[src/logic/blc_cfg.svh]
// Constants shared by the exclusive-lock bridge end and the initiator end.
// Assumes inclusion by bare name; holds macro definitions only.
`ifndef BLC_CFG_SVH
`define BLC_CFG_SVH
`define BLC_AW 32
`define BLC_CMD_MEM_RD 4'h6
`define BLC_CMD_MEM_WR 4'h7
`define BLC_MTO_CYCLES 32768
`define BLC_HOST_WAIT 8
`define BLC_RES_OK 2'h0
`define BLC_RES_RETRY 2'h1
`define BLC_RES_TABORT 2'h2
`define BLC_RES_MABORT 2'h3
`endif

[src/logic/blc_pkg.sv]
// Types for the exclusive-lock bridge pair.
// Assumes blc_cfg.svh is on the include path.
`include "blc_cfg.svh"
package blc_pkg;
  // Cross-bridge lock owner state.
  typedef enum logic [1:0] {LK_IDLE = 2'b00, LK_PEND = 2'b01, LK_EST = 2'b10,
    LK_REL = 2'b11} lock_state_t;
  // Target-bus sequencer state.
  typedef enum logic [1:0] {SQ_IDLE = 2'b00, SQ_REQ = 2'b01, SQ_ADDR = 2'b10,
    SQ_DATA = 2'b11} seq_state_t;
  // Termination kept for a delayed request.
  typedef enum logic [1:0] {AB_NONE = 2'b00, AB_TARGET = 2'b01,
    AB_MASTER = 2'b10} abort_t;
  // Initiator sequencer state.
  typedef enum logic [1:0] {HS_IDLE = 2'b00, HS_CHECK = 2'b01, HS_ADDR = 2'b10,
    HS_DATA = 2'b11} host_state_t;
  // Whole state of the bridge end.
  typedef struct packed {
    lock_state_t st;
    seq_state_t sq;
    logic cand_v;
    logic [3:0] cand_cmd;
    logic [`BLC_AW-1:0] cand_addr;
    logic [3:0] cand_be;
    logic [`BLC_AW-1:0] cand_wdata;
    logic cand_down;
    logic [3:0] q_cmd;
    logic [`BLC_AW-1:0] q_addr;
    logic [3:0] q_be;
    logic [`BLC_AW-1:0] q_wdata;
    logic q_write;
    logic [`BLC_AW-1:0] rdata;
    logic dly_ready;
    abort_t dly_abort;
    logic own_lock;
    logic rel_at_end;
    logic [15:0] tmo;
    logic rsp_trdy;
    logic rsp_retry;
    logic rsp_tabort;
    logic rsp_mabort;
    logic s_start;
    logic serr;
    logic sse;
    logic rta;
    logic rma;
  } bridge_state_t;
  // Whole state of the initiator end.
  typedef struct packed {
    host_state_t st;
    logic frame_n;
    logic lock_n;
    logic addr_valid;
    logic [3:0] cmd;
    logic [`BLC_AW-1:0] addr;
    logic [3:0] be;
    logic [`BLC_AW-1:0] wdata;
    logic down;
    logic is_lock;
    logic is_last;
    logic owned;
    logic [3:0] wait_cnt;
    logic done;
    logic [1:0] result;
    logic [`BLC_AW-1:0] rdata;
  } host_state_regs_t;
endpackage : blc_pkg

[src/logic/blc_if.sv]
// Primary-bus view shared by the initiator end and the bridge end.
// Assumes both ends run on the same mclk.
`timescale 1ns/100ps
`default_nettype none
`include "blc_cfg.svh"
interface blc_if;
  logic frame_n; // Frame, active low.
  logic lock_n; // Exclusive lock, active low.
  logic addr_valid; // One-cycle address phase strobe.
  logic [3:0] cmd; // Bus command.
  logic [`BLC_AW-1:0] addr; // Address.
  logic [3:0] be; // Byte enables.
  logic [`BLC_AW-1:0] wdata; // Write data.
  logic downstream; // Target lies beyond the bridge.
  logic trdy; // Data transferred.
  logic retry; // Target retry.
  logic tabort; // Target abort.
  logic mabort; // Master abort.
  logic [`BLC_AW-1:0] rdata; // Read data.
  modport initiator (output frame_n, lock_n, addr_valid, cmd, addr, be, wdata,
    downstream, input trdy, retry, tabort, mabort, rdata);
  modport bridge (input frame_n, lock_n, addr_valid, cmd, addr, be, wdata,
    downstream, output trdy, retry, tabort, mabort, rdata);
endinterface : blc_if
`default_nettype wire

[src/logic/blc_bridge.sv]
// Bridge end: exclusive-lock control between primary and target bus.
// Assumes the initiator end on the interface and a target-bus port outside.
`timescale 1ns/100ps
`default_nettype none
`include "blc_cfg.svh"
module blc_bridge #(
  parameter int MTO_CYCLES = `BLC_MTO_CYCLES
) (
  input wire logic mclk,
  input wire logic resetn,
  blc_if.bridge p,
  input wire logic q_empty, // Earlier queued transactions have drained.
  input wire logic s_bus_idle, // Target bus idle.
  input wire logic s_gnt, // Target bus grant.
  input wire logic s_lock_n_i, // Target-bus lock level.
  input wire logic s_done, // Target-bus data transfer done.
  input wire logic s_retry, // Target-bus retry.
  input wire logic s_tabort, // Target-bus target abort.
  input wire logic s_mabort, // Target-bus master abort.
  input wire logic [`BLC_AW-1:0] s_rdata, // Target-bus read data.
  input wire logic serr_enable, // System error enable.
  input wire logic master_abort_mode, // Master abort mode.
  input wire logic mto_serr_enable, // System error on master timeout.
  input wire logic status_clear, // Clears sticky status flags.
  output logic s_req, // Target-bus request.
  output logic s_start, // Target-bus address phase strobe.
  output logic [3:0] s_cmd, // Target-bus command.
  output logic [`BLC_AW-1:0] s_addr, // Target-bus address.
  output logic [3:0] s_be, // Target-bus byte enables.
  output logic [`BLC_AW-1:0] s_wdata, // Target-bus write data.
  output logic s_lock_n_o, // Target-bus lock drive level.
  output logic s_lock_oe_n, // Target-bus lock enable, low drives.
  output logic primary_system_error_n, // System error, active low.
  output logic signaled_system_error, // Sticky signaled flag.
  output logic received_target_abort, // Sticky target abort flag.
  output logic received_master_abort, // Sticky master abort flag.
  output blc_pkg::lock_state_t lock_state // Owner state.
);
  blc_pkg::bridge_state_t r; // Registered state.
  blc_pkg::bridge_state_t next_r; // Next state.
  logic lk; // Candidate carries the lock sequence.
  logic match; // Candidate repeats the queued request.
  logic lock_free; // Target lock not held by another master.

  // Lock sequence seen one cycle after the address phase.
  assign lk = ~p.lock_n;
  assign match = lk && r.cand_cmd == r.q_cmd && r.cand_addr == r.q_addr &&
    r.cand_be == r.q_be;
  assign lock_free = s_lock_n_i || r.own_lock;

  // Next-state logic for the whole bridge end.
  always_comb begin
    logic set_ta;
    logic set_ma;
    set_ta = 1'b0;
    set_ma = 1'b0;
    next_r = r;
    next_r.rsp_trdy = 1'b0;
    next_r.rsp_retry = 1'b0;
    next_r.rsp_tabort = 1'b0;
    next_r.rsp_mabort = 1'b0;
    next_r.s_start = 1'b0;
    next_r.serr = 1'b0;
    // Capture each primary address phase for judging next cycle.
    next_r.cand_v = p.addr_valid;
    if (p.addr_valid) begin
      next_r.cand_cmd = p.cmd;
      next_r.cand_addr = p.addr;
      next_r.cand_be = p.be;
      next_r.cand_wdata = p.wdata;
      next_r.cand_down = p.downstream;
    end
    // Master timeout runs while the opening locked read's data waits for its repeat.
    if (r.st == blc_pkg::LK_PEND && r.dly_ready) begin
      next_r.tmo = r.tmo + 16'h0001;
    end else begin
      next_r.tmo = 16'h0000;
    end
    // Judge the captured primary transaction.
    if (r.cand_v) begin
      if (!r.cand_down) begin
        // Not for the far side: secondary locks never couple in.
      end else if (r.st == blc_pkg::LK_IDLE) begin
        if (!lk) begin
          // Unlocked traffic is forwarded by the ordinary path.
        end else if (r.cand_cmd != `BLC_CMD_MEM_RD) begin
          next_r.rsp_mabort = 1'b1;
        end else if (!s_lock_n_i) begin
          next_r.rsp_retry = 1'b1;
        end else begin
          // Queue the opening locked read as a delayed request.
          next_r.q_cmd = r.cand_cmd;
          next_r.q_addr = r.cand_addr;
          next_r.q_be = r.cand_be;
          next_r.q_write = 1'b0;
          next_r.dly_ready = 1'b0;
          next_r.st = blc_pkg::LK_PEND;
          next_r.sq = blc_pkg::SQ_REQ;
          next_r.rsp_retry = 1'b1;
        end
      end else if (match && r.dly_ready) begin
        // Answer the repeat with what the target bus returned.
        next_r.dly_ready = 1'b0;
        case (r.dly_abort)
          blc_pkg::AB_NONE: begin
            next_r.rsp_trdy = 1'b1;
            if (r.st == blc_pkg::LK_PEND) begin
              next_r.st = blc_pkg::LK_EST;
            end
          end
          blc_pkg::AB_TARGET: begin
            next_r.rsp_tabort = 1'b1;
            set_ta = 1'b1;
          end
          default: begin
            next_r.rsp_mabort = 1'b1;
            set_ma = 1'b1;
          end
        endcase
        if (r.dly_abort != blc_pkg::AB_NONE && r.st == blc_pkg::LK_PEND) begin
          next_r.st = blc_pkg::LK_IDLE;
        end
      end else if (lk && r.st == blc_pkg::LK_EST && !r.dly_ready &&
                   r.sq == blc_pkg::SQ_IDLE) begin
        // Further locked memory reads and writes go out locked; other commands master-abort.
        next_r.q_cmd = r.cand_cmd;
        next_r.q_addr = r.cand_addr;
        next_r.q_be = r.cand_be;
        next_r.q_wdata = r.cand_wdata;
        if (r.cand_cmd == `BLC_CMD_MEM_WR) begin
          next_r.q_write = 1'b1;
          next_r.rsp_trdy = 1'b1;
          next_r.sq = blc_pkg::SQ_REQ;
        end else if (r.cand_cmd == `BLC_CMD_MEM_RD) begin
          next_r.q_write = 1'b0;
          next_r.rsp_retry = 1'b1;
          next_r.sq = blc_pkg::SQ_REQ;
        end else begin
          next_r.rsp_mabort = 1'b1;
        end
      end else begin
        next_r.rsp_retry = 1'b1;
      end
    end
    // Target-bus sequencer.
    case (r.sq)
      blc_pkg::SQ_REQ: begin
        if (s_req && s_gnt) begin
          next_r.sq = blc_pkg::SQ_ADDR;
          next_r.s_start = 1'b1;
        end
      end
      blc_pkg::SQ_ADDR: begin
        next_r.sq = blc_pkg::SQ_DATA;
        next_r.own_lock = 1'b1;
      end
      blc_pkg::SQ_DATA: begin
        if (s_done) begin
          next_r.sq = blc_pkg::SQ_IDLE;
          if (!r.q_write) begin
            next_r.rdata = s_rdata;
            next_r.dly_ready = 1'b1;
            next_r.dly_abort = blc_pkg::AB_NONE;
          end else if (r.rel_at_end) begin
            next_r.own_lock = 1'b0;
            next_r.st = blc_pkg::LK_REL;
          end
        end else if (s_retry) begin
          next_r.sq = blc_pkg::SQ_REQ;
          if (r.st == blc_pkg::LK_PEND) begin
            next_r.own_lock = 1'b0;
          end
        end else if (s_tabort || s_mabort) begin
          next_r.sq = blc_pkg::SQ_IDLE;
          if (r.q_write) begin
            next_r.serr = serr_enable && (s_tabort || master_abort_mode);
            set_ta = s_tabort;
            set_ma = !s_tabort;
            if (r.rel_at_end) begin
              next_r.own_lock = 1'b0;
              next_r.st = blc_pkg::LK_REL;
            end
          end else begin
            next_r.dly_ready = 1'b1;
            next_r.dly_abort = s_tabort ? blc_pkg::AB_TARGET : blc_pkg::AB_MASTER;
            if (r.st == blc_pkg::LK_PEND) begin
              next_r.own_lock = 1'b0;
            end
          end
        end
      end
      default: begin
      end
    endcase
    // Release once the initiator drops lock with frame idle.
    if (r.st == blc_pkg::LK_EST && p.lock_n && p.frame_n) begin
      if (r.sq == blc_pkg::SQ_IDLE) begin
        next_r.own_lock = 1'b0;
        next_r.dly_ready = 1'b0;
        next_r.st = blc_pkg::LK_REL;
      end else if (r.q_write) begin
        next_r.rel_at_end = 1'b1;
      end
    end
    // Releasing lasts one cycle, then unlocked forwarding resumes.
    if (r.st == blc_pkg::LK_REL) begin
      next_r.st = blc_pkg::LK_IDLE;
      next_r.rel_at_end = 1'b0;
    end
    // Master timeout discards the data and the queued request.
    if (r.st == blc_pkg::LK_PEND && r.dly_ready &&
        r.tmo == 16'(MTO_CYCLES - 1)) begin
      next_r.st = blc_pkg::LK_IDLE;
      next_r.dly_ready = 1'b0;
      next_r.own_lock = 1'b0;
      next_r.serr = serr_enable && mto_serr_enable;
    end
    // Sticky flags: a set in the clearing cycle wins.
    next_r.sse = (r.sse && !status_clear) || next_r.serr;
    next_r.rta = (r.rta && !status_clear) || set_ta;
    next_r.rma = (r.rma && !status_clear) || set_ma;
  end

  // State register; reset leaves the owner idle.
  always_ff @(posedge mclk or negedge resetn) begin
    if (!resetn) begin
      r <= '0;
    end else begin
      r <= next_r;
    end
  end

  // Request only when earlier work drained and the lock is free.
  assign s_req = r.sq == blc_pkg::SQ_REQ && q_empty && s_bus_idle && lock_free;
  assign s_start = r.s_start;
  assign s_cmd = r.q_cmd;
  assign s_addr = r.q_addr;
  assign s_be = r.q_be;
  assign s_wdata = r.q_wdata;
  assign s_lock_n_o = 1'b0;
  assign s_lock_oe_n = ~r.own_lock;
  assign primary_system_error_n = ~r.serr;
  assign signaled_system_error = r.sse;
  assign received_target_abort = r.rta;
  assign received_master_abort = r.rma;
  assign lock_state = r.st;
  assign p.trdy = r.rsp_trdy;
  assign p.retry = r.rsp_retry;
  assign p.tabort = r.rsp_tabort;
  assign p.mabort = r.rsp_mabort;
  assign p.rdata = r.rdata;
endmodule : blc_bridge
`default_nettype wire

[src/flat_wrapper.sv]
// flat-port wrapper written by rule: the top's interface ports become plain ports
module blc_bridge_flat 
#(
  parameter int MTO_CYCLES = `BLC_MTO_CYCLES
)
  (mclk, resetn, q_empty, s_bus_idle, s_gnt, s_lock_n_i, s_done, s_retry, s_tabort, s_mabort, s_rdata, serr_enable, master_abort_mode, mto_serr_enable, status_clear, s_req, s_start, s_cmd, s_addr, s_be, s_wdata, s_lock_n_o, s_lock_oe_n, primary_system_error_n, signaled_system_error, received_target_abort, received_master_abort, lock_state, p_frame_n, p_lock_n, p_addr_valid, p_cmd, p_addr, p_be, p_wdata, p_downstream, p_trdy, p_retry, p_tabort, p_mabort, p_rdata);
  blc_if p_i ();
  input wire logic mclk;
  input wire logic resetn;
  input wire logic q_empty;
  input wire logic s_bus_idle;
  input wire logic s_gnt;
  input wire logic s_lock_n_i;
  input wire logic s_done;
  input wire logic s_retry;
  input wire logic s_tabort;
  input wire logic s_mabort;
  input wire logic [`BLC_AW-1:0] s_rdata;
  input wire logic serr_enable;
  input wire logic master_abort_mode;
  input wire logic mto_serr_enable;
  input wire logic status_clear;
  output logic s_req;
  output logic s_start;
  output logic [3:0] s_cmd;
  output logic [`BLC_AW-1:0] s_addr;
  output logic [3:0] s_be;
  output logic [`BLC_AW-1:0] s_wdata;
  output logic s_lock_n_o;
  output logic s_lock_oe_n;
  output logic primary_system_error_n;
  output logic signaled_system_error;
  output logic received_target_abort;
  output logic received_master_abort;
  output blc_pkg::lock_state_t lock_state;
  input wire logic [$bits(p_i.frame_n)-1:0] p_frame_n;
  input wire logic [$bits(p_i.lock_n)-1:0] p_lock_n;
  input wire logic [$bits(p_i.addr_valid)-1:0] p_addr_valid;
  input wire logic [$bits(p_i.cmd)-1:0] p_cmd;
  input wire logic [$bits(p_i.addr)-1:0] p_addr;
  input wire logic [$bits(p_i.be)-1:0] p_be;
  input wire logic [$bits(p_i.wdata)-1:0] p_wdata;
  input wire logic [$bits(p_i.downstream)-1:0] p_downstream;
  output wire logic [$bits(p_i.trdy)-1:0] p_trdy;
  output wire logic [$bits(p_i.retry)-1:0] p_retry;
  output wire logic [$bits(p_i.tabort)-1:0] p_tabort;
  output wire logic [$bits(p_i.mabort)-1:0] p_mabort;
  output wire logic [$bits(p_i.rdata)-1:0] p_rdata;
  assign p_i.frame_n = p_frame_n;
  assign p_i.lock_n = p_lock_n;
  assign p_i.addr_valid = p_addr_valid;
  assign p_i.cmd = p_cmd;
  assign p_i.addr = p_addr;
  assign p_i.be = p_be;
  assign p_i.wdata = p_wdata;
  assign p_i.downstream = p_downstream;
  assign p_trdy = p_i.trdy;
  assign p_retry = p_i.retry;
  assign p_tabort = p_i.tabort;
  assign p_mabort = p_i.mabort;
  assign p_rdata = p_i.rdata;
  blc_bridge #(.MTO_CYCLES(MTO_CYCLES)) u_core (.mclk(mclk), .resetn(resetn), .p(p_i), .q_empty(q_empty), .s_bus_idle(s_bus_idle), .s_gnt(s_gnt), .s_lock_n_i(s_lock_n_i), .s_done(s_done), .s_retry(s_retry), .s_tabort(s_tabort), .s_mabort(s_mabort), .s_rdata(s_rdata), .serr_enable(serr_enable), .master_abort_mode(master_abort_mode), .mto_serr_enable(mto_serr_enable), .status_clear(status_clear), .s_req(s_req), .s_start(s_start), .s_cmd(s_cmd), .s_addr(s_addr), .s_be(s_be), .s_wdata(s_wdata), .s_lock_n_o(s_lock_n_o), .s_lock_oe_n(s_lock_oe_n), .primary_system_error_n(primary_system_error_n), .signaled_system_error(signaled_system_error), .received_target_abort(received_target_abort), .received_master_abort(received_master_abort), .lock_state(lock_state));
endmodule
[config.mk]
export PLATFORM = sky130hd
export DESIGN_NAME = blc_bridge_flat
export DESIGN_NICKNAME = d
export VERILOG_FILES = /design/src/logic/blc_pkg.sv /design/src/logic/blc_if.sv /design/src/logic/blc_bridge.sv /design/src/flat_wrapper.sv
export VERILOG_INCLUDE_DIRS = /design/src /design/src/logic
export SDC_FILE = /design/constraint.sdc
export NUM_CORES = 1
export LEC_CHECK = 0
export BUFFER_PORTS_ARGS = -buffer_cell sky130_fd_sc_hd__buf_2
export CORE_MARGIN = 3
export CORE_UTILIZATION = 54
export CTS_CLUSTER_SIZE = 30
export DETAILED_ROUTE_END_ITERATION = 8
export PLACE_DENSITY = 0.81
export SLEW_MARGIN = 5
export SYNTH_ARGS = -nofsm -noshare
export SYNTH_HDL_FRONTEND = slang
export SYNTH_SLANG_ARGS = --single-unit
[constraint.sdc]
create_clock -name mclk -period 3.18 [get_ports mclk]
set_clock_uncertainty 0.05 [all_clocks]
set_input_delay 0 -clock mclk [delete_from_list [all_inputs] [get_ports mclk]]
set_output_delay 0 -clock mclk [all_outputs]
set_load 0.1 [all_outputs]
==> flow_summary.json, run 1 <==
{
  "outcome": "finished clean",
  "timing.critical_path.required_ns": 3.51,
  "clock_path_buffers": 3,
  "count_of_endpoints_failing_setup_in_the_final_report": 0,
  "layout_overhead_on_the_synthesized_area_pct": 26.52,
  "startpoint": "u_core.r[9]$_DFF_PN0_",
  "wl_per_cell_um": 18.22,
  "period_share_pct": 85.74,
  "final-max-slew-violation-count": 0,
  "cts_post_setup_buffers_inserted": 0,
  "floorplan.rows": 48,
  "leakage_power_nw": 6.227,
  "end_kind": "flop",
  "pwr_density_cell_mw_per_mm2": 631.4,
  "mostFrequentLayoutCell": "sky130_fd_sc_hd__buf_2",
  "utilization_after_layout_pct": 70.13,
  "worst_slew_margin_rel_pct": 35.83,
  "firstDrtPassIters": 4,
  "cp_data_arrival_time_ns": 3.05,
  "synth_edf_count": 0,
  "synth.net_count": 864,
  "timing.setup.critical_path_class": "reg2reg",
  "tritoncts": "done",
  "detail-route-antenna-nets": 0,
  "min-delay-start": "p_addr_valid",
  "ff2ff_path_depth": 7,
  "max-cap-violations": 0,
  "pin_count": 240,
  "fmax_ghz": 0.3668,
  "floorplan.initialDensity_pct": 55.43,
  "port_buffers": 238,
  "multi_input_area_sq_mm": 0.003303,
  "cts.sinks": 213,
  "worst_r2r_endpoint": "u_core.signaled_system_error$_DFF_PN0_",
  "worstReg2RegStart": "u_core.r[9]$_DFF_PN0_",
  "cts_inserted_buffers": 23,
  "die_area_sq_mm": 0.01945,
  "place.gp.congestion": 0.8625,
  "grt_pass1_vias": 7047,
  "synth.yosys.seq_area_share_pct": 55.40,
  "coreArea_sq_mm": 0.01736,
  "drive_gt1_share_pct": 41.54,
  "timing.critical_path.to": "u_core.signaled_system_error$_DFF_PN0_",
  "r2r_setup_slack_ns": 0.45,
  "clk_transition_reported_paths_ns": 0.06,
  "detailed_place_hpwl_mm": 13.97,
  "syn-instance-count": 741,
  "antenna-diode-count": 0,
  "count_of_final_hold_check_violations": 0,
  "worstMarginPinSlew_ns": 0.9626,
  "worstSkewPairLatency_ns": 0.50,
  "nNetsFinal": 1124,
  "mostFrequentLayoutCells": "236 x sky130_fd_sc_hd__buf_2, 213 x sky130_fd_sc_hd__dfrtp_1, 137 x sky130_fd_sc_hd__mux2_2",
  "grt_util_all_layers_pct": 23.46,
  "synth_area_per_cell_sq_um": 12.98,
  "fill_cells": 1152,
  "synthDistinctLibCells": 55,
  "clock_tree.root_cell": "sky130_fd_sc_hd__clkbuf_16",
  "number_of_antenna_violations_at_the_first_check_in_global_routing": 0,
  "grt_start_max_net_pins": 89,
  "synth_async_sr_flop_share_pct": 100.0,
  "total_vias_in_the_final_route": 6395,
  "preCtsSetupSlack_ns": 0.7958,
  "synth_area_sq_mm": 0.009620,
  "post_drt_via_cell_ratio": 5.153,
  "die_x_um": 139.5,
  "timing.critical_path.fanout_max": 5,
  "rsz0062_at_grt": "false",
  "setup-tns-final_ns": 0,
  "yosys_warnings": 0,
  "final.min_clock_period_ns": 2.727,
  "power.ir.vdd_worst_mv": 0.5664,
  "htreeDepth": 1,
  "fp.dieH_um": 139.5,
  "ys.flop_type": "sky130_fd_sc_hd__dfrtp_1",
  "drtIter0Drc": 216,
  "ys_ff_latch": 213,
  "sequential_cell_area_sq_mm": 0.005330,
  "post-route-drc-count": 0,
  "grt_remaining_overflow": 0,
  "routed_wl_mm": 22.61,
  "worst_slack_ns": 0.4535,
  "global_route_wire_length_before_repair_mm": 37.25,
  "min-delay-path-class": "in2reg",
  "worst_setup_path_start_kind": "flop"
}
==> worst min-delay path by stage <==
stage,slack (ns),endpoint,depth (start not counted)
after global routing,0.09,u_core.r[208]$_DFF_PN0_,1
final,0.06,u_core.r[208]$_DFF_PN0_,1
after floorplan,-0.35,u_core.lock_state[0]$_DFF_PN0_,0
after detailed placement,0.06,u_core.p.rdata[25]$_DFFE_PN0P_,1
after global placement,0.05,u_core.p.rdata[25]$_DFFE_PN0P_,1
after CTS,0.05,u_core.r[208]$_DFF_PN0_,1
==> metal layers <==
layer | routed length [um] | vias to the layer above | GRT usage, %
met4 | 649 | 0 | 6.694
met2 | 11280 | 231 | 40.51
met1 | 9248 | 3150 | 29.83
met5 | 0 | - | 0
met3 | 1433 | 48 | 5.361
li1 | - | 2966 | -
==> synth_stat cells (2+ instances only) <==
master	n	area [sq um]
sky130_fd_sc_hd__buf_6	4	45.04
sky130_fd_sc_hd__mux2_2	137	1543
sky130_fd_sc_hd__nand4_1	5	31.28
sky130_fd_sc_hd__o21ai_0	11	55.05
sky130_fd_sc_hd__a21oi_1	9	45.04
sky130_fd_sc_hd__nor3_1	7	35.03
sky130_fd_sc_hd__or3_1	2	12.51
sky130_fd_sc_hd__and2_1	2	12.51
sky130_fd_sc_hd__xnor2_1	15	131.4
sky130_fd_sc_hd__nand2_1	26	97.59
sky130_fd_sc_hd__buf_4	107	803.3
sky130_fd_sc_hd__clkbuf_1	11	41.29
sky130_fd_sc_hd__mux2_1	38	427.9
sky130_fd_sc_hd__dfrtp_1	213	5330
sky130_fd_sc_hd__nor2_1	31	116.4
sky130_fd_sc_hd__inv_1	15	56.30
sky130_fd_sc_hd__nor2b_1	4	25.02
sky130_fd_sc_hd__nand3_1	9	45.04
sky130_fd_sc_hd__and4_1	2	17.52
sky130_fd_sc_hd__o31ai_1	3	22.52
sky130_fd_sc_hd__o22ai_1	2	12.51
sky130_fd_sc_hd__buf_2	6	30.03
sky130_fd_sc_hd__xor2_1	36	315.3
sky130_fd_sc_hd__or4_1	2	15.01
sky130_fd_sc_hd__and3_1	3	18.77
sky130_fd_sc_hd__nor4_1	8	50.05
sky130_fd_sc_hd__buf_1	3	11.26
sky130_fd_sc_hd__nand4b_1	3	26.28
==> critical path, stage by stage (launching register included) <==
cell and delay (ns):
sky130_fd_sc_hd__dfrtp_1 0.37, sky130_fd_sc_hd__ha_1 0.19, sky130_fd_sc_hd__and3_1 0.29, sky130_fd_sc_hd__nand4_1 0.23, sky130_fd_sc_hd__or4_4 0.58, sky130_fd_sc_hd__mux2i_1 0.21
sky130_fd_sc_hd__o22ai_1 0.12, sky130_fd_sc_hd__dlygate4sd3_1 0.56
==> final cells by class <==
type	instances	area share, %
multi-input cells	382	27.14
clock inverters	2	0.1439
clock buffers	38	5.685
repair buffers	366	20.47
flip-flops and latches	213	43.79
well taps	225	2.313
inverters	15	0.4626
==> timing repair <==
item,4_1_cts,5_1_grt
resized for setup,0,0
hold endpoints to repair,204,0
hold buffers,121,0
==> logic make-up (layout without fill, tap and decap cells) <==
logic type	Yosys count	after routing	synth area share (%)
and+or+nand+nor	114	114	6.217
DFF	213	213	55.40
adders and majority gates	1	1	0.1300
buffers and inverters	146	421	10.26
muxes	176	176	20.59
other	1	1	0.03898
xor gates and xnor gates	51	51	4.643
AOI/OAI and AO/OA	39	39	2.718
==> flip-flops by register name (all words and copies together), names as in the netlist, 2 cells and up <==
name	cells
u_core.r	99
u_core.p.rdata	32
u_core.s_addr	32
u_core.s_wdata	32
u_core.s_be	4
u_core.s_cmd	4
u_core.lock_state	2
==> where the power goes <==
part	internal [mW]	switching, mW
clock network	1.48	1.03
logic	0.517	1.47
registers	2.97	0.224
total	4.96	2.72
==> per-stage QoR <==
stage	total power [mW]	cells	instance area, sq um	hold WS, ns
3_5_place_dp	5.083	1080	10250	0.06075
2_1_floorplan	4.854	741	9620	-0.3456
4_1_cts	7.721	1241	12170	0.05462
5_1_grt	7.979	1241	12170	0.08803
6_report	7.685	1241	12170	0.05958
3_3_place_gp	5.044	1080	10250	0.04799
No activity file was read; power rests on OpenSTA's default activity.
==> inputs of run 2 (changes only) <==
--- a/config.mk
+++ b/config.mk
@@ -7,11 +7,13 @@
 export NUM_CORES = 1
 export LEC_CHECK = 0
 export BUFFER_PORTS_ARGS = -buffer_cell sky130_fd_sc_hd__buf_2
+export CAP_MARGIN = 20
 export CORE_MARGIN = 3
-export CORE_UTILIZATION = 54
+export CORE_UTILIZATION = 50
 export CTS_CLUSTER_SIZE = 30
 export DETAILED_ROUTE_END_ITERATION = 8
-export PLACE_DENSITY = 0.81
+export PLACE_DENSITY = 0.76
+export RECOVER_POWER = 50
 export SLEW_MARGIN = 5
 export SYNTH_ARGS = -nofsm -noshare
 export SYNTH_HDL_FRONTEND = slang
==> flow_summary.json, run 2 (synthesized netlist as in run 1, its figures left out) <==
{
  "outcome": "finished with violations",
  "failed_checks": "max-capacitance violations, max-slew violations",
  "clock_tree.root_cell": "sky130_fd_sc_hd__clkbuf_16",
  "period_share_pct": 92.80,
  "detailed_place_hpwl_mm": 13.89,
  "nNetsFinal": 1126,
  "fmax_ghz": 0.3389,
  "max-cap-violations": 2,
  "grt_util_met1_pct": 25.74,
  "timing.setup.critical_path_class": "reg2reg",
  "drive_gt1_share_pct": 41.57,
  "sequential_cell_area_sq_mm": 0.005330,
  "pin_count": 240,
  "power.ir.vdd_worst_mv": 0.4899,
  "final-max-slew-violation-count": 174,
  "setup-tns-final_ns": 0,
  "antenna-diode-count": 0,
  "cts.sinks": 213,
  "worstSkewPairLatency_ns": 0.50,
  "rsz0062_at_grt": "false",
  "worstMarginPinSlew_ns": 2.406,
  "place.detailed.instances": 1115,
  "firstDrtPassIters": 6,
  "fp.dieH_um": 144.7,
  "clk_transition_reported_paths_ns": 0.06,
  "detail-route-antenna-nets": 0,
  "power.share.combinational_pct": 24.7,
  "multi_input_area_sq_mm": 0.003303,
  "layout_overhead_on_the_synthesized_area_pct": 28.04,
  "min-delay-path-class": "in2reg",
  "power.clock.fraction_pct": 35.6,
  "clock_path_buffers": 3,
  "grt_pass1_vias": 6576,
  "grt_busiest_layer": "met2",
  "grt_met2_use_pct": 36.28,
  "final.min_clock_period_ns": 2.951,
  "worst_path_largest_cell_delay_ns": 0.57,
  "number_of_antenna_violations_at_the_first_check_in_global_routing": 0,
  "die_x_um": 144.7,
  "floorplan.initialDensity_pct": 51.09,
  "fill_cells": 1348,
  "grt_util_all_layers_pct": 20.60,
  "timing.critical_path.required_ns": 3.56,
  "cp_data_arrival_time_ns": 3.34,
  "mostFrequentLayoutCell": "sky130_fd_sc_hd__buf_2",
  "finalInstanceArea_sq_mm": 0.01232,
  "total_vias_in_the_final_route": 6320,
  "tritoncts": "done",
  "power.switching_fraction_pct": 34.00,
  "fin_cells": 1280,
  "count_of_endpoints_failing_setup_in_the_final_report": 0,
  "leakage_power_nw": 6.285,
  "mostFrequentLayoutCells": "237 x sky130_fd_sc_hd__buf_2, 213 x sky130_fd_sc_hd__dfrtp_1, 136 x sky130_fd_sc_hd__mux2_2",
  "place.gp.congestion": 0.8288,
  "wl_per_cell_um": 17.22,
  "global_route_wire_length_before_repair_mm": 34.31,
  "grt_remaining_overflow": 0,
  "cell_internal_power_dissipation_mw": 5.287,
  "count_of_final_hold_check_violations": 0,
  "routed_wl_mm": 22.04,
  "p_switching_mw": 2.724,
  "globalRouteMet3Util_pct": 5.389,
  "end_kind": "flop",
  "grt_start_max_net_pins": 98,
  "drtIter0Drc": 251,
  "cts_inserted_buffers": 23,
  "coreArea_sq_mm": 0.01883,
  "post_drt_via_cell_ratio": 4.938,
  "flop_pwr_share_pct": 39.7,
  "r2r_setup_slack_ns": 0.23,
  "largest_register_ffs": 99,
  "worst_setup_path_start_kind": "flop",
  "placed_area_sq_mm": 0.01030,
  "cts_post_setup_buffers_inserted": 0,
  "die_area_sq_mm": 0.02094,
  "crit_path_cell_trace": "xor2_1 -> nor4_1 -> nand4_1 -> nor4_2 -> nand4b_1 -> o21ai_0 -> dlygate4sd3_1",
  "cp_slowest_cell": "sky130_fd_sc_hd__dlygate4sd3_1",
  "timing.critical_path.fanout_max": 6,
  "htreeDepth": 1,
  "post-route-drc-count": 0,
  "port_buffers": 238,
  "worst_slew_margin_rel_pct": -60.42,
  "floorplan.rows": 50,
  "largest-register": "u_core.r",
  "pwr_density_cell_mw_per_mm2": 650.4
}
-- run 2: layer usage --
metal | up-vias | share of wire (%)
li1 | 2972 | -
met5 | - | 0
met1 | 3121 | 41
met2 | 201 | 51
met3 | 26 | 6.5
met4 | 0 | 1.5
-- run 2: area by class of cell --
cell class | instances | share of cell area, %
timing repair buffer | 368 | 20.17
sequential | 213 | 43.27
tap | 260 | 2.641
multi-input combinational | 382 | 26.82
clock inverter | 6 | 1.087
clock buffer | 36 | 5.556
inverter | 15 | 0.4571
-- run 2: worst paths after layout --
path,from,to,depth (start not counted)
worst max-delay path,u_core.s_be[0]$_DFFE_PN0P_,u_core.received_target_abort$_DFF_PN0_,7
worst min-delay path,s_bus_idle,u_core.r[210]$_DFF_PN0_,5
worst max register to register,u_core.s_be[0]$_DFFE_PN0P_,u_core.received_target_abort$_DFF_PN0_,7
worst min register to register,u_core.r[9]$_DFF_PN0_,u_core.r[9]$_DFF_PN0_,1
max in group asynchronous,resetn,u_core.p.rdata[12]$_DFFE_PN0P_,3
min in group asynchronous,resetn,u_core.p.rdata[29]$_DFFE_PN0P_,2
-- run 2: per-stage QoR --
stage          worst slack (ns)  hold WS, ns  power, mW  util, %
2_1_floorplan            0.6740      -0.3456      4.854        -
3_3_place_gp             0.8146      0.02482      5.053    54.68
3_5_place_dp             0.7540      0.02409      5.082    54.68
4_1_cts                  0.2856     0.008297      8.067    65.56
5_1_grt                0.001258      0.07078      8.319    65.42
6_report                 0.2290      0.04031      8.011    65.42
-- run 2: what timing repair did --
item,4_1_cts,5_1_grt
hold buffers,123,0
hold endpoints to repair,214,0
resized for setup,0,0
-- run 2: critical path, delay by kind of cell (launching register included) --
kind	cells	cell delay, ns
simple gates	4	1.50
buf+inv	1	0.57
flops	1	0.40
compound gates	1	0.21
xor+xnor	1	0.17
-- run 2: power groups by stage --
stage	Sequential [mW]	Clock, mW	Combinational, mW
finish	3.18	2.85	1.98
global route	3.22	3.02	2.08
CTS	3.18	2.91	1.98
detailed placement	3.22	0	1.86
global placement	3.21	0	1.85
floorplan	3.18	0	1.68
==> inputs of run 3 (changes only) <==
--- a/config.mk
+++ b/config.mk
@@ -12,6 +12,7 @@
 export CORE_UTILIZATION = 50
 export CTS_CLUSTER_SIZE = 30
 export DETAILED_ROUTE_END_ITERATION = 8
+export MAX_ROUTING_LAYER = met4
 export PLACE_DENSITY = 0.76
 export RECOVER_POWER = 50
 export SLEW_MARGIN = 5
==> flow_summary.json, run 3 (synthesized netlist as in run 1, its figures left out) <==
{
  "outcome": "finished with violations",
  "failed_checks": "max-capacitance violations, max-slew violations",
  "largest-register": "u_core.r",
  "pin_count": 240,
  "post-route-drc-count": 0,
  "floorplan.initialDensity_pct": 51.09,
  "detailed_place_hpwl_mm": 13.89,
  "layout_overhead_on_the_synthesized_area_pct": 28.16,
  "timing.critical_path.required_ns": 3.56,
  "rsz0062_at_grt": "false",
  "ff2ff_path_depth": 7,
  "pwr_density_cell_mw_per_mm2": 649.8,
  "floorplan.rows": 50,
  "coreArea_sq_mm": 0.01883,
  "grt_util_all_layers_pct": 21.26,
  "worst_setup_path_start_kind": "flop",
  "fp.dieH_um": 144.7,
  "cp_data_arrival_time_ns": 3.22,
  "period_share_pct": 89.09,
  "place.gp.congestion": 0.8414,
  "timing.critical_path.to": "u_core.received_target_abort$_DFF_PN0_",
  "worst_slew_margin_rel_pct": -60.83,
  "nNetsFinal": 1126,
  "multi_input_area_sq_mm": 0.003312,
  "r2r_setup_slack_ns": 0.35,
  "die_x_um": 144.7,
  "placed_area_sq_mm": 0.01030,
  "worstMarginPinSlew_ns": 2.413,
  "clock_path_buffers": 3,
  "total_vias_in_the_final_route": 6351,
  "mostFrequentLayoutCell": "sky130_fd_sc_hd__buf_2",
  "drive_gt1_share_pct": 41.57,
  "fill_cells": 1344,
  "count_of_endpoints_failing_setup_in_the_final_report": 0,
  "timing.critical_path.fanout_max": 6,
  "mostFrequentLayoutCells": "236 x sky130_fd_sc_hd__buf_2, 213 x sky130_fd_sc_hd__dfrtp_1, 136 x sky130_fd_sc_hd__mux2_2",
  "end_kind": "flop",
  "global_route_wire_length_before_repair_mm": 34.35,
  "firstDrtPassIters": 4,
  "grt_pass1_vias": 6564,
  "worstSkewPairLatency_ns": 0.50,
  "port_buffers": 238,
  "detail-route-antenna-nets": 0,
  "largest_register_ffs": 99,
  "sequential_cell_area_sq_mm": 0.005330,
  "drtIter0Drc": 290,
  "cts_inserted_buffers": 23,
  "die_area_sq_mm": 0.02094,
  "final-max-slew-violation-count": 174,
  "wl_per_cell_um": 17.23,
  "min-delay-path-class": "in2reg",
  "grt_remaining_overflow": 0,
  "htreeDepth": 1,
  "number_of_antenna_violations_at_the_first_check_in_global_routing": 0,
  "timing.setup.critical_path_class": "reg2reg",
  "setup-tns-final_ns": 0,
  "finalInstanceArea_sq_mm": 0.01233,
  "tritoncts": "done",
  "grt_start_max_net_pins": 98,
  "worst_r2r_endpoint": "u_core.received_target_abort$_DFF_PN0_",
  "max-cap-violations": 2,
  "antenna-diode-count": 0,
  "clk_transition_reported_paths_ns": 0.06,
  "leakage_power_nw": 6.303,
  "power.ir.vdd_worst_mv": 0.4880,
  "final.min_clock_period_ns": 2.833,
  "post_drt_via_cell_ratio": 4.962,
  "cts.sinks": 213,
  "count_of_final_hold_check_violations": 0,
  "cts_post_setup_buffers_inserted": 0,
  "startpoint": "u_core.s_be[0]$_DFFE_PN0P_",
  "fmax_ghz": 0.3530,
  "clock_tree.root_cell": "sky130_fd_sc_hd__clkbuf_16",
  "worstReg2RegStart": "u_core.s_be[0]$_DFFE_PN0P_",
  "routed_wl_mm": 22.05
}
run 3: cell counts in the layout (fill, tap and decap cells not counted):
No cell type changed its count.
run 3: cell type report:
| class | count | share of cell area, % |
|---|---|---|
| multi-input cells | 382 | 26.86 |
| repair buffers | 368 | 20.17 |
| flip-flops and latches | 213 | 43.23 |
| inverters | 15 | 0.4567 |
| clock inverters | 6 | 1.086 |
| well taps | 260 | 2.639 |
| clock buffers | 36 | 5.551 |
run 3: repair_timing:
action	4_1_cts	5_1_grt
setup endpoints to repair	0	1
resized for setup	0	1
hold buffers	123	0
endpoints found under the hold margin	214	0
run 3: per-stage QoR:
stage | instances | utilization [%] | hold slack, ns | worst slack, ns | power, mW
after floorplan | 741 | - | -0.3456 | 0.6740 | 4.854
after global placement | 1115 | 54.68 | 0.02482 | 0.8146 | 5.053
after detailed placement | 1115 | 54.68 | 0.02409 | 0.7540 | 5.082
after CTS | 1280 | 65.56 | 0.008297 | 0.2856 | 8.067
after global routing | 1280 | 65.48 | 0.07078 | 0.1241 | 8.321
final | 1280 | 65.48 | 0.04113 | 0.3470 | 8.012
run 3: routing by layer:
metal	global-route usage (%)	share of wire [%]
met5	-	0
met1	26.27	42
met2	36.24	50
met3	4.798	6.2
met4	4.369	1.5
run 3: worst min-delay path by stage:
| stage | depth (start not counted) | startpoint | to | slack, ns |
|---|---|---|---|---|
| floorplan | 0 | resetn | u_core.lock_state[0]$_DFF_PN0_ | -0.35 |
| CTS | 5 | q_empty | u_core.r[210]$_DFF_PN0_ | 0.008 |
| finish | 5 | s_bus_idle | u_core.r[210]$_DFF_PN0_ | 0.04 |
| global placement | 1 | resetn | u_core.s_wdata[27]$_DFFE_PN0P_ | 0.02 |
| detailed placement | 1 | resetn | u_core.p.rdata[29]$_DFFE_PN0P_ | 0.02 |
| global route | 5 | q_empty | u_core.r[210]$_DFF_PN0_ | 0.07 |
run 3: critical path, cell delays in order (launching register included):
cell                            delay, ns
sky130_fd_sc_hd__dfrtp_1             0.40
sky130_fd_sc_hd__xor2_1              0.17
sky130_fd_sc_hd__nor4_1              0.49
sky130_fd_sc_hd__nand4_1             0.28
sky130_fd_sc_hd__nor4_4              0.44
sky130_fd_sc_hd__nand4b_1            0.18
sky130_fd_sc_hd__o21ai_0             0.20
sky130_fd_sc_hd__dlygate4sd3_1       0.57
run 3: where the power goes:
part | internal [mW] | switching (mW)
Sequential | 2.97 | 0.216
Clock | 1.80 | 1.05
Combinational | 0.520 | 1.46
